[config.mk]
export PLATFORM = sky130hd
export DESIGN_NAME = sic_top
export DESIGN_NICKNAME = d
export VERILOG_FILES = /design/src/verilog/sic_pkg.sv /design/src/verilog/sic_sine_rom.sv /design/src/verilog/sic_chopper.sv /design/src/verilog/sic_top.sv
export SDC_FILE = /design/constraint.sdc
export NUM_CORES = 1
export LEC_CHECK = 0
export BUFFER_PORTS_ARGS = -buffer_cell sky130_fd_sc_hd__buf_4
export CELL_PAD_IN_SITES_DETAIL_PLACEMENT = 0
export CELL_PAD_IN_SITES_GLOBAL_PLACEMENT = 1
export CORE_MARGIN = 5
export CORE_UTILIZATION = 28
export CTS_CLUSTER_DIAMETER = 200
export CTS_CLUSTER_SIZE = 8
export DETAILED_ROUTE_END_ITERATION = 16
export HOLD_SLACK_MARGIN = 0.05
export PLACE_DENSITY = 0.57
export SYNTH_ARGS = -nofsm -noshare
export SYNTH_HDL_FRONTEND = slang
export SYNTH_SLANG_ARGS = --single-unit
[constraint.sdc]
create_clock -name i_clk_sys -period 3.07 [get_ports i_clk_sys]
set_clock_uncertainty 0.15 [all_clocks]
set_input_delay 0.7675 -clock i_clk_sys [delete_from_list [all_inputs] [get_ports i_clk_sys]]
set_output_delay 0.7675 -clock i_clk_sys [all_outputs]
set_load 0.01 [all_outputs]
[src/verilog/sic_pkg.sv]
// Constants, tables and types for the stepper indexer and chopper block.
// Assumes a single 200 MHz system clock and pin inputs that arrive asynchronously.
// How it works
// Indexer advances one step of the selected resolution per step rising edge
// Direction input reverses the sequence walk order
// Resolution pins select full through 1/32 step
// Direct mode, hi select: gate low turns off
// Trip after blank holds decay until period end
// Trip comparison ignored during blank window
// Decay pin: low slow, high fast, float mixed
// Direct mode: polarity sets direction, reference sets level
// Controller supplies steady step rate, ramps speed
// Overtemperature disables outputs until it clears
// Resolution map and current table are tables
// Period and blank counted in clock cycles
package sic_pkg;

  localparam int CLK_NS = 5;
  localparam int PWM_PERIOD_NS = 50000;
  localparam int BLANK_NS = 1500;
  localparam int MIXED_FAST_NS = 12500;
  localparam int CNT_W = 16;
  localparam int MIX_W = 12;
  // Period is a longest time, blank a least time, mixed fast part a longest time
  localparam logic [CNT_W-1:0] PWM_PERIOD_CYC = CNT_W'(PWM_PERIOD_NS / CLK_NS);
  localparam logic [CNT_W-1:0] BLANK_CYC = CNT_W'((BLANK_NS + CLK_NS - 1) / CLK_NS);
  localparam logic [MIX_W-1:0] MIXED_FAST_CYC = MIX_W'(MIXED_FAST_NS / CLK_NS);

  localparam int POS_W = 7;
  localparam logic [POS_W-1:0] HOME_POS = 7'h10;
  localparam logic [POS_W-1:0] QUARTER_TURN = 7'h20;
  localparam logic [5:0] QUAD_TOP = 6'h20;

  // Step increment per resolution code {hi, lo_float ? 2 : lo}
  localparam logic [POS_W-1:0] RES_STEP [0:7] = '{7'h20, 7'h10, 7'h08, 7'h08, 7'h04, 7'h02, 7'h01, 7'h01};

  // Quarter sine magnitudes, 33 points, full scale 255
  localparam logic [7:0] SINE_TBL [0:32] = '{
    8'h00, 8'h0d, 8'h19, 8'h25, 8'h32, 8'h3e, 8'h4a, 8'h56, 8'h62, 8'h6d, 8'h78, 8'h83,
    8'h8e, 8'h98, 8'ha2, 8'hab, 8'hb4, 8'hbd, 8'hc5, 8'hcd, 8'hd4, 8'hdb, 8'he1, 8'he7,
    8'hec, 8'hf0, 8'hf4, 8'hf7, 8'hfa, 8'hfc, 8'hfe, 8'hff, 8'hff};

  localparam int ADDR_W = 8;
  localparam logic [ADDR_W-1:0] CTRL_OFS = 8'h00;
  localparam logic [ADDR_W-1:0] STATUS_OFS = 8'h04;
  localparam int CTRL_EN_BIT = 0;
  localparam int CTRL_HOME_BIT = 1;
  localparam logic CTRL_EN_RST = 1'b1;
  localparam int STAT_POS_LSB = 0;
  localparam int STAT_IDX_BIT = 8;
  localparam int STAT_OT_BIT = 9;
  localparam int STAT_SLEEP_BIT = 10;
  localparam int STAT_EN_BIT = 11;
  localparam int STAT_WST_LSB = 12;

  localparam int SYNC_W = 34;

  typedef enum logic [1:0] {ST_OFF, ST_DRIVE, ST_SLOW, ST_FAST} sic_state_e;
  typedef enum logic [1:0] {DK_SLOW, DK_FAST, DK_MIXED} sic_decay_e;

endpackage

[src/verilog/sic_sine_rom.sv]
// Two-port quarter sine lookup with registered read data.
// Assumes addresses in 0 to 32; one cycle of read latency.
`timescale 1ns/1ps
`default_nettype none
module sic_sine_rom
  import sic_pkg::*;
(
  input wire logic i_clk_sys,
  input wire logic i_rst_n,
  input wire logic i_ce,
  input wire logic [5:0] i_addr_a,
  input wire logic [5:0] i_addr_b,
  output logic [7:0] o_data_a,
  output logic [7:0] o_data_b
);

  always_ff @(posedge i_clk_sys)
  begin
    if (!i_rst_n)
    begin
      o_data_a <= 8'h00;
      o_data_b <= 8'h00;
    end
    else if (i_ce)
    begin
      o_data_a <= SINE_TBL[i_addr_a];
      o_data_b <= SINE_TBL[i_addr_b];
    end
  end

endmodule
`default_nettype wire

[src/verilog/sic_chopper.sv]
// Fixed period current chopper for one winding.
// Assumes trip and gate inputs already synchronised to i_clk_sys.
`timescale 1ns/1ps
`default_nettype none
module sic_chopper
  import sic_pkg::*;
#(
  parameter logic [CNT_W-1:0] PERIOD_CYC = PWM_PERIOD_CYC
)
(
  input wire logic i_clk_sys,
  input wire logic i_rst_n,
  input wire logic i_ce,
  input wire logic i_enable,
  input wire logic i_gate,
  input wire logic i_off_when_low,
  input wire logic [1:0] i_decay_mode,
  input wire logic i_trip,
  output logic [1:0] o_state
);

  localparam logic [CNT_W-1:0] LAST_CYC = PERIOD_CYC - 16'h0001;

  sic_state_e state_reg;
  logic [CNT_W-1:0] cnt_reg;
  logic [MIX_W-1:0] fast_cnt_reg;
  logic period_end;
  logic chop_go;
  logic running;

  assign period_end = (cnt_reg == LAST_CYC);
  assign running = i_enable && i_gate && (state_reg != ST_OFF);
  assign chop_go = i_trip && (cnt_reg >= BLANK_CYC);
  assign o_state = state_reg;

  // Counter held at zero while stopped so the first drive phase keeps its full blank
  always_ff @(posedge i_clk_sys)
  begin
    if (!i_rst_n)
      cnt_reg <= 16'h0000;
    else if (i_ce)
    begin
      if (!running || period_end)
        cnt_reg <= 16'h0000;
      else
        cnt_reg <= cnt_reg + 16'h0001;
    end
  end

  always_ff @(posedge i_clk_sys)
  begin
    if (!i_rst_n)
      fast_cnt_reg <= 12'h000;
    else if (i_ce)
    begin
      if (state_reg == ST_FAST)
        fast_cnt_reg <= fast_cnt_reg + 12'h001;
      else
        fast_cnt_reg <= 12'h000;
    end
  end

  always_ff @(posedge i_clk_sys)
  begin
    if (!i_rst_n)
      state_reg <= ST_OFF;
    else if (i_ce)
    begin
      if (!i_enable)
        state_reg <= ST_OFF;
      else if (!i_gate)
        state_reg <= i_off_when_low ? ST_OFF : ST_SLOW;
      else
        case (state_reg)
          ST_OFF: state_reg <= ST_DRIVE;
          ST_DRIVE:
          begin
            if (!period_end && chop_go)
              state_reg <= (i_decay_mode == DK_SLOW) ? ST_SLOW : ST_FAST;
          end
          ST_SLOW:
          begin
            if (period_end)
              state_reg <= ST_DRIVE;
          end
          ST_FAST:
          begin
            if (period_end)
              state_reg <= ST_DRIVE;
            else if (i_decay_mode == DK_MIXED && fast_cnt_reg >= MIXED_FAST_CYC - 12'h001)
              state_reg <= ST_SLOW;
            else if (i_decay_mode == DK_SLOW)
              state_reg <= ST_SLOW;
          end
          default: state_reg <= ST_OFF;
        endcase
    end
  end

  gate_off_a: assert property (@(posedge i_clk_sys) disable iff (!i_rst_n)
    (i_ce && i_enable && !i_gate && i_off_when_low) |=> (state_reg == ST_OFF))
    else $error("gate low did not turn winding off");

  blank_hold_a: assert property (@(posedge i_clk_sys) disable iff (!i_rst_n)
    (i_ce && i_enable && i_gate && state_reg == ST_DRIVE && cnt_reg < BLANK_CYC) |=> (state_reg == ST_DRIVE))
    else $error("drive phase left during blank window");

  trip_chop_a: assert property (@(posedge i_clk_sys) disable iff (!i_rst_n)
    (i_ce && i_enable && i_gate && state_reg == ST_DRIVE && chop_go && !period_end)
      |=> (state_reg == ST_SLOW || state_reg == ST_FAST))
    else $error("trip after blank did not start decay");

  decay_hold_a: assert property (@(posedge i_clk_sys) disable iff (!i_rst_n)
    (i_ce && i_enable && i_gate && (state_reg == ST_SLOW || state_reg == ST_FAST) && !period_end)
      |=> (state_reg != ST_DRIVE && state_reg != ST_OFF))
    else $error("decay ended before period end");

  decay_pick_a: assert property (@(posedge i_clk_sys) disable iff (!i_rst_n)
    (i_ce && i_enable && i_gate && state_reg == ST_DRIVE && chop_go && !period_end && i_decay_mode == DK_SLOW)
      |=> (state_reg == ST_SLOW))
    else $error("slow decay select not honoured");

endmodule
`default_nettype wire

[src/verilog/sic_top.sv]
// Stepper indexer and chopper top: pin sync, indexer, current lookup, two choppers, registers.
// Assumes asynchronous pins, a register master on i_clk_sys, and chop comparators outside.
`timescale 1ns/1ps
`default_nettype none
module sic_top
  import sic_pkg::*;
#(
  parameter logic [CNT_W-1:0] PWM_PERIOD_CYC_P = PWM_PERIOD_CYC
)
(
  input wire logic i_clk_sys,
  input wire logic i_rst_n,
  input wire logic i_ce,
  input wire logic [ADDR_W-1:0] i_addr,
  input wire logic [31:0] i_wdata,
  input wire logic i_wr,
  input wire logic i_rd,
  output logic [31:0] o_rdata,
  input wire logic i_indexer_mode,
  input wire logic i_advance_pulse,
  input wire logic i_rotation_direction,
  input wire logic i_resolution_select_lo,
  input wire logic i_resolution_select_lo_float,
  input wire logic i_resolution_select_hi,
  input wire logic [1:0] i_bridge_drive_gate,
  input wire logic [1:0] i_winding_polarity,
  input wire logic i_decay_select_winding_a,
  input wire logic i_decay_float_winding_a,
  input wire logic i_decay_select_winding_b,
  input wire logic i_decay_float_winding_b,
  input wire logic [1:0] i_chop_threshold,
  input wire logic [7:0] i_current_reference_a,
  input wire logic [7:0] i_current_reference_b,
  input wire logic i_overtemp,
  input wire logic i_low_power_request_n,
  output logic [3:0] o_winding_state,
  output logic [1:0] o_winding_dir,
  output logic [7:0] o_current_level_a,
  output logic [7:0] o_current_level_b,
  output logic o_fault
);

  function automatic logic [1:0] decay_mode(input logic level, input logic floating);
    if (floating)
      decay_mode = DK_MIXED;
    else if (level)
      decay_mode = DK_FAST;
    else
      decay_mode = DK_SLOW;
  endfunction

  // Fold a sequence position onto the quarter table, sign from the half turn
  function automatic logic [5:0] quad_addr(input logic [POS_W-1:0] pos);
    if (pos[5])
      quad_addr = QUAD_TOP - {1'b0, pos[4:0]};
    else
      quad_addr = {1'b0, pos[4:0]};
  endfunction

  // Two stage synchronisers for every pin; reference buses are quasi static
  logic [SYNC_W-1:0] sync1_reg;
  logic [SYNC_W-1:0] sync2_reg;
  logic adv_s;
  logic dir_s;
  logic lo_s;
  logic lofl_s;
  logic hi_s;
  logic indexer_s;
  logic [1:0] gate_s;
  logic [1:0] pol_s;
  logic [1:0] dk_lvl_s;
  logic [1:0] dk_fl_s;
  logic [1:0] trip_s;
  logic ot_s;
  logic awake_s;
  logic [7:0] ref_a_s;
  logic [7:0] ref_b_s;

  always_ff @(posedge i_clk_sys)
  begin
    if (!i_rst_n)
    begin
      sync1_reg <= '0;
      sync2_reg <= '0;
    end
    else if (i_ce)
    begin
      sync1_reg <= {i_advance_pulse, i_rotation_direction, i_resolution_select_lo, i_resolution_select_lo_float,
                    i_resolution_select_hi, i_indexer_mode, i_bridge_drive_gate, i_winding_polarity,
                    i_decay_select_winding_b, i_decay_select_winding_a, i_decay_float_winding_b,
                    i_decay_float_winding_a, i_chop_threshold, i_overtemp, i_low_power_request_n,
                    i_current_reference_a, i_current_reference_b};
      sync2_reg <= sync1_reg;
    end
  end

  assign {adv_s, dir_s, lo_s, lofl_s, hi_s, indexer_s, gate_s, pol_s, dk_lvl_s, dk_fl_s, trip_s, ot_s, awake_s,
          ref_a_s, ref_b_s} = sync2_reg;

  // Register file
  logic ctrl_en_reg;
  logic home_req;
  logic enable;
  logic [1:0] st_a;
  logic [1:0] st_b;
  logic [POS_W-1:0] pos_reg;

  assign home_req = !awake_s || (i_wr && i_addr == CTRL_OFS && i_wdata[CTRL_HOME_BIT]);
  assign enable = ctrl_en_reg && !ot_s && awake_s;

  always_ff @(posedge i_clk_sys)
  begin
    if (!i_rst_n)
      ctrl_en_reg <= CTRL_EN_RST;
    else if (i_ce && i_wr && i_addr == CTRL_OFS)
      ctrl_en_reg <= i_wdata[CTRL_EN_BIT];
  end

  // Read data valid only in the cycle after the strobe; unmapped offsets read zero
  always_ff @(posedge i_clk_sys)
  begin
    if (!i_rst_n)
      o_rdata <= 32'h0000_0000;
    else if (i_ce)
    begin
      o_rdata <= 32'h0000_0000;
      if (i_rd)
        case (i_addr)
          CTRL_OFS: o_rdata[CTRL_EN_BIT] <= ctrl_en_reg;
          STATUS_OFS:
          begin
            o_rdata[STAT_POS_LSB +: POS_W] <= pos_reg;
            o_rdata[STAT_IDX_BIT] <= indexer_s;
            o_rdata[STAT_OT_BIT] <= ot_s;
            o_rdata[STAT_SLEEP_BIT] <= !awake_s;
            o_rdata[STAT_EN_BIT] <= ctrl_en_reg;
            o_rdata[STAT_WST_LSB +: 4] <= {st_b, st_a};
          end
          default: o_rdata <= 32'h0000_0000;
        endcase
    end
  end

  // Indexer
  logic adv_d_reg;
  logic step_ok;
  logic [POS_W-1:0] step_sz;

  assign step_ok = indexer_s && adv_s && !adv_d_reg;
  assign step_sz = RES_STEP[{hi_s, lofl_s ? 2'h2 : {1'b0, lo_s}}];

  always_ff @(posedge i_clk_sys)
  begin
    if (!i_rst_n)
      adv_d_reg <= 1'b0;
    else if (i_ce)
      adv_d_reg <= adv_s;
  end

  // Seven bit position wraps naturally over one electrical turn
  always_ff @(posedge i_clk_sys)
  begin
    if (!i_rst_n)
      pos_reg <= HOME_POS;
    else if (i_ce)
    begin
      if (home_req)
        pos_reg <= HOME_POS;
      else if (step_ok)
        pos_reg <= dir_s ? pos_reg + step_sz : pos_reg - step_sz;
    end
  end

  // Winding A follows sine, winding B cosine of the position
  logic [POS_W-1:0] pos_cos;
  logic [7:0] rom_a;
  logic [7:0] rom_b;
  logic neg_a_reg;
  logic neg_b_reg;

  assign pos_cos = pos_reg + QUARTER_TURN;

  sic_sine_rom u_rom (
    .i_clk_sys(i_clk_sys),
    .i_rst_n(i_rst_n),
    .i_ce(i_ce),
    .i_addr_a(quad_addr(pos_reg)),
    .i_addr_b(quad_addr(pos_cos)),
    .o_data_a(rom_a),
    .o_data_b(rom_b)
  );

  always_ff @(posedge i_clk_sys)
  begin
    if (!i_rst_n)
    begin
      neg_a_reg <= 1'b0;
      neg_b_reg <= 1'b0;
    end
    else if (i_ce)
    begin
      neg_a_reg <= pos_reg[POS_W-1];
      neg_b_reg <= pos_cos[POS_W-1];
    end
  end

  // Indexer drives both bridges; direct mode takes gate, polarity and reference per winding
  logic gate_a;
  logic gate_b;
  logic off_low;

  assign gate_a = indexer_s || gate_s[0];
  assign gate_b = indexer_s || gate_s[1];
  assign off_low = !indexer_s && hi_s;

  sic_chopper #(.PERIOD_CYC(PWM_PERIOD_CYC_P)) u_chop_a (
    .i_clk_sys(i_clk_sys),
    .i_rst_n(i_rst_n),
    .i_ce(i_ce),
    .i_enable(enable),
    .i_gate(gate_a),
    .i_off_when_low(off_low),
    .i_decay_mode(decay_mode(dk_lvl_s[0], dk_fl_s[0])),
    .i_trip(trip_s[0]),
    .o_state(st_a)
  );

  sic_chopper #(.PERIOD_CYC(PWM_PERIOD_CYC_P)) u_chop_b (
    .i_clk_sys(i_clk_sys),
    .i_rst_n(i_rst_n),
    .i_ce(i_ce),
    .i_enable(enable),
    .i_gate(gate_b),
    .i_off_when_low(off_low),
    .i_decay_mode(decay_mode(dk_lvl_s[1], dk_fl_s[1])),
    .i_trip(trip_s[1]),
    .o_state(st_b)
  );

  always_ff @(posedge i_clk_sys)
  begin
    if (!i_rst_n)
    begin
      o_winding_state <= 4'h0;
      o_winding_dir <= 2'h0;
      o_current_level_a <= 8'h00;
      o_current_level_b <= 8'h00;
      o_fault <= 1'b0;
    end
    else if (i_ce)
    begin
      o_winding_state <= {st_b, st_a};
      o_winding_dir <= indexer_s ? {!neg_b_reg, !neg_a_reg} : pol_s;
      o_current_level_a <= indexer_s ? rom_a : ref_a_s;
      o_current_level_b <= indexer_s ? rom_b : ref_b_s;
      o_fault <= ot_s;
    end
  end

  step_edge_a: assert property (@(posedge i_clk_sys) disable iff (!i_rst_n)
    (i_ce && !step_ok && !home_req) |=> (pos_reg == $past(pos_reg)))
    else $error("position moved without a step edge");

  step_dir_a: assert property (@(posedge i_clk_sys) disable iff (!i_rst_n)
    (i_ce && step_ok && !home_req)
      |=> (pos_reg == ($past(dir_s) ? POS_W'($past(pos_reg) + $past(step_sz))
                                    : POS_W'($past(pos_reg) - $past(step_sz)))))
    else $error("step went the wrong way or size");

  res_fine_a: assert property (@(posedge i_clk_sys) disable iff (!i_rst_n)
    (hi_s && lofl_s) |-> (step_sz == 7'h01))
    else $error("finest resolution is not one position");

  heat_off_a: assert property (@(posedge i_clk_sys) disable iff (!i_rst_n)
    (ot_s && i_ce) ##1 (ot_s && i_ce) |=> (o_winding_state == 4'h0 && o_fault))
    else $error("outputs not disabled on overtemperature");

  pol_follow_a: assert property (@(posedge i_clk_sys) disable iff (!i_rst_n)
    (i_ce && !indexer_s) |=> (o_winding_dir == $past(pol_s) && o_current_level_a == $past(ref_a_s)))
    else $error("direct mode direction or level not followed");

endmodule
`default_nettype wire

==> reports/metrics.yaml <==
drt:
  post_dr_wirelength_cell_um: 14.7
  first_pass_iters: 4
  route.vias.total: 7251
  finalWirelength_um: 23400
  post-route-drc-count: 0
  antenna_violating_nets_post_route: 0
  drt-initial-drc-count: 369
  routed_via_density: 4.56
placed_design:
  dp_hpwl_um: 16500
  globalplace.congestion: 0.796
  io_buf_count: 86
  placedInstanceArea_um2: 10700
power:
  finalPower_w: 0.00548
  ir_worst_vdd_mv: 0.395
  leakagePower_nw: 4.67
  power_per_cell_area_nw_per_um2: 484
synth:
  netlist-cell-type-count: 61
  synthesis.area_per_instance_um2: 9.02
  synth_flop_cell: "dfxtp_1"
  synth_edf_count: 0
  syn_inst: 1059
  synth.cell_area_um2: 9550
  postSynthRegisterBits: 193
  asyncSetResetFlopFracSynth_pct: 0
  synthTopCellsByCount: "dfxtp_1 (193), nor2b_1 (109), mux2i_1 (107), nor2_1 (89), nand2_1 (76)"
  sequential_cell_area_fraction_in_the_yosys_report_pct: 40.4
  synth_largest_area_cell: "dfxtp_1"
  area_contributors_post_synth: "dfxtp_1 (40%), mux2i_1 (11%), nor2b_1 (7.1%)"
  synth_top_cell_area_share_pct: 40.4
  synthesis.yosys.warnings: 0
  post-synth-top-count-cell: "dfxtp_1"
clock_tree:
  postCtsHoldBufs: 0
  clkSlewWorstSetupHoldPaths_ns: 0.08
  post_cts.resized_instances: 0
  clock-sinks: 193
  postCtsSetupRepairBufs: 0
  clkLatencyLatePin_ns: 0.44
  tritoncts_clock_tree: "yes"
  htree_num_levels: 4
  cts_root_buffer: "clkbuf_16"
  tritoncts.num_buffers: 17
  clk_path_buf_depth: 2
floorplan:
  num_io_pins: 134
  rows: 67
  initial_utilization_pct: 28.4
  design.die.area_um2: 37900
  fp.dieW_um: 195
  fp.dieH_um: 195
  core_um2: 33600
timing:
  final_hold_viol_count: 0
  fin_setup_tns_ns: 0
  fmax_mhz: 356
  tightestPinTransition_ns: 1.09
  rsz0062_at_grt: "false"
  setup_violations: 0
  slew_headroom_pct: 27.1
  post-route-min-period_ns: 2.81
  min_period_over_period_pct: 91.6
  timing.final.max_slew_violations: 0
worst_setup_path:
  worst_ep_arrival_time_ns: 3.04
  criticalPathCategory: "register to register"
  setup.worst_path.start_class: "register"
  critical_path.max_fanout: 5
  critPathCaptureType: "register"
  worst_endpoint_required_time_ns: 3.30
  worstRegToRegCells: 13
hold_path:
  hold_path.class: "register to register"
  whs_path_depth: 1
outcome:
  outcome: "finished clean"
final_layout:
  layout-drive-gt1-share_pct: 13.8
  areaGrowthSynthToFinish_pct: 18.6
  final_nets: 1240
  antenna_cells: 0
  filler_cell_count: 3499
  design_area_um2: 11300
global_route:
  first_global_vias: 7296
  gr-total-overflow: 0
  largest_net_degree_at_the_start_of_global_routing: 60
  grt_first_pass_wirelength_um: 38900
  grt_usage_pct: 12.5
  grt_antenna_before_repair: 0
job:
  max_cap_violations: 0
final timing paths:
kind                       from         end  slack (ns)
hold reg to reg       neg_b_reg   neg_b_reg        0.33
setup / recovery  sync2_reg[31]  pos_reg[6]        0.26
hold / removal        neg_b_reg   neg_b_reg        0.33
setup reg to reg  sync2_reg[31]  pos_reg[6]        0.26
where the power goes:
| group | internal [W] | switching (W) |
|---|---|---|
| Sequential | 0.00258 | 0.0000517 |
| Clock | 0.00141 | 0.00106 |
| Combinational | 0.000190 | 0.000199 |
area by class of cell:
type / instances / area, um2 / share of cell area (%)
clock inverters: 13 / 198 / 1.74
well taps: 448 / 561 / 4.95
flip-flops and latches: 193 / 3860 / 34.1
multi-input cells: 776 / 5290 / 46.6
clock buffers: 19 / 443 / 3.91
repair buffers: 113 / 880 / 7.76
inverters: 27 / 101 / 0.894
metal layers:
metal	track usage [%]	routed length [um]	vias to the layer above
li1	-	-	3763
met3	3.00	744	14
met1	15.9	11000	3406
met4	3.39	259	0
met5	0	0	-
met2	21.2	11400	68
cell families after synthesis:
kind of cell,Yosys count,synth area share (%)
and+or+nand+nor,381,20.5
other,1,0.0392
AOI/OAI and AO/OA,168,11.9
xor gates and xnor gates,65,5.96
adders and majority gates,33,4.40
DFF,193,40.4
muxes,112,11.8
buffers and inverters,106,4.96
placed cells by master, fill, tap and decap left out, types with 18 or more instances in the layout:
master and count:
nand2_1 76, buf_4 110, mux2i_1 107, nor2b_1 109, xnor2_1 18, xor2_1 47
dfxtp_1 193, o211a_1 22, nor2_1 89, a21oi_1 35, inv_1 26, nand3_1 35
o21ai_0 43, ha_1 32
worst max-delay path, cell delays in order, from the launching register on:
cell and delay [ns]:
dfxtp_1 0.41, inv_1 0.08, nor3b_1 0.23, inv_1 0.07
ha_1 0.27, mux2_2 0.15, inv_1 0.05, fa_1 0.42
nor2b_1 0.21, o31ai_2 0.11, o211a_1 0.23, nor3_1 0.12
o21ai_0 0.09, a31oi_1 0.14
through the flow:
step	std cells	utilization (%)	worst slack, ns	hold WS [ns]
floorplan	1075	-	0.146	0.304
global placement	1557	31.8	0.226	0.316
detailed placement	1557	31.8	0.223	0.316
CTS	1589	33.7	0.215	0.334
global route	1589	33.7	0.0256	0.349
finish	1589	33.7	0.258	0.332
No activity file was read; power rests on OpenSTA's default activity.
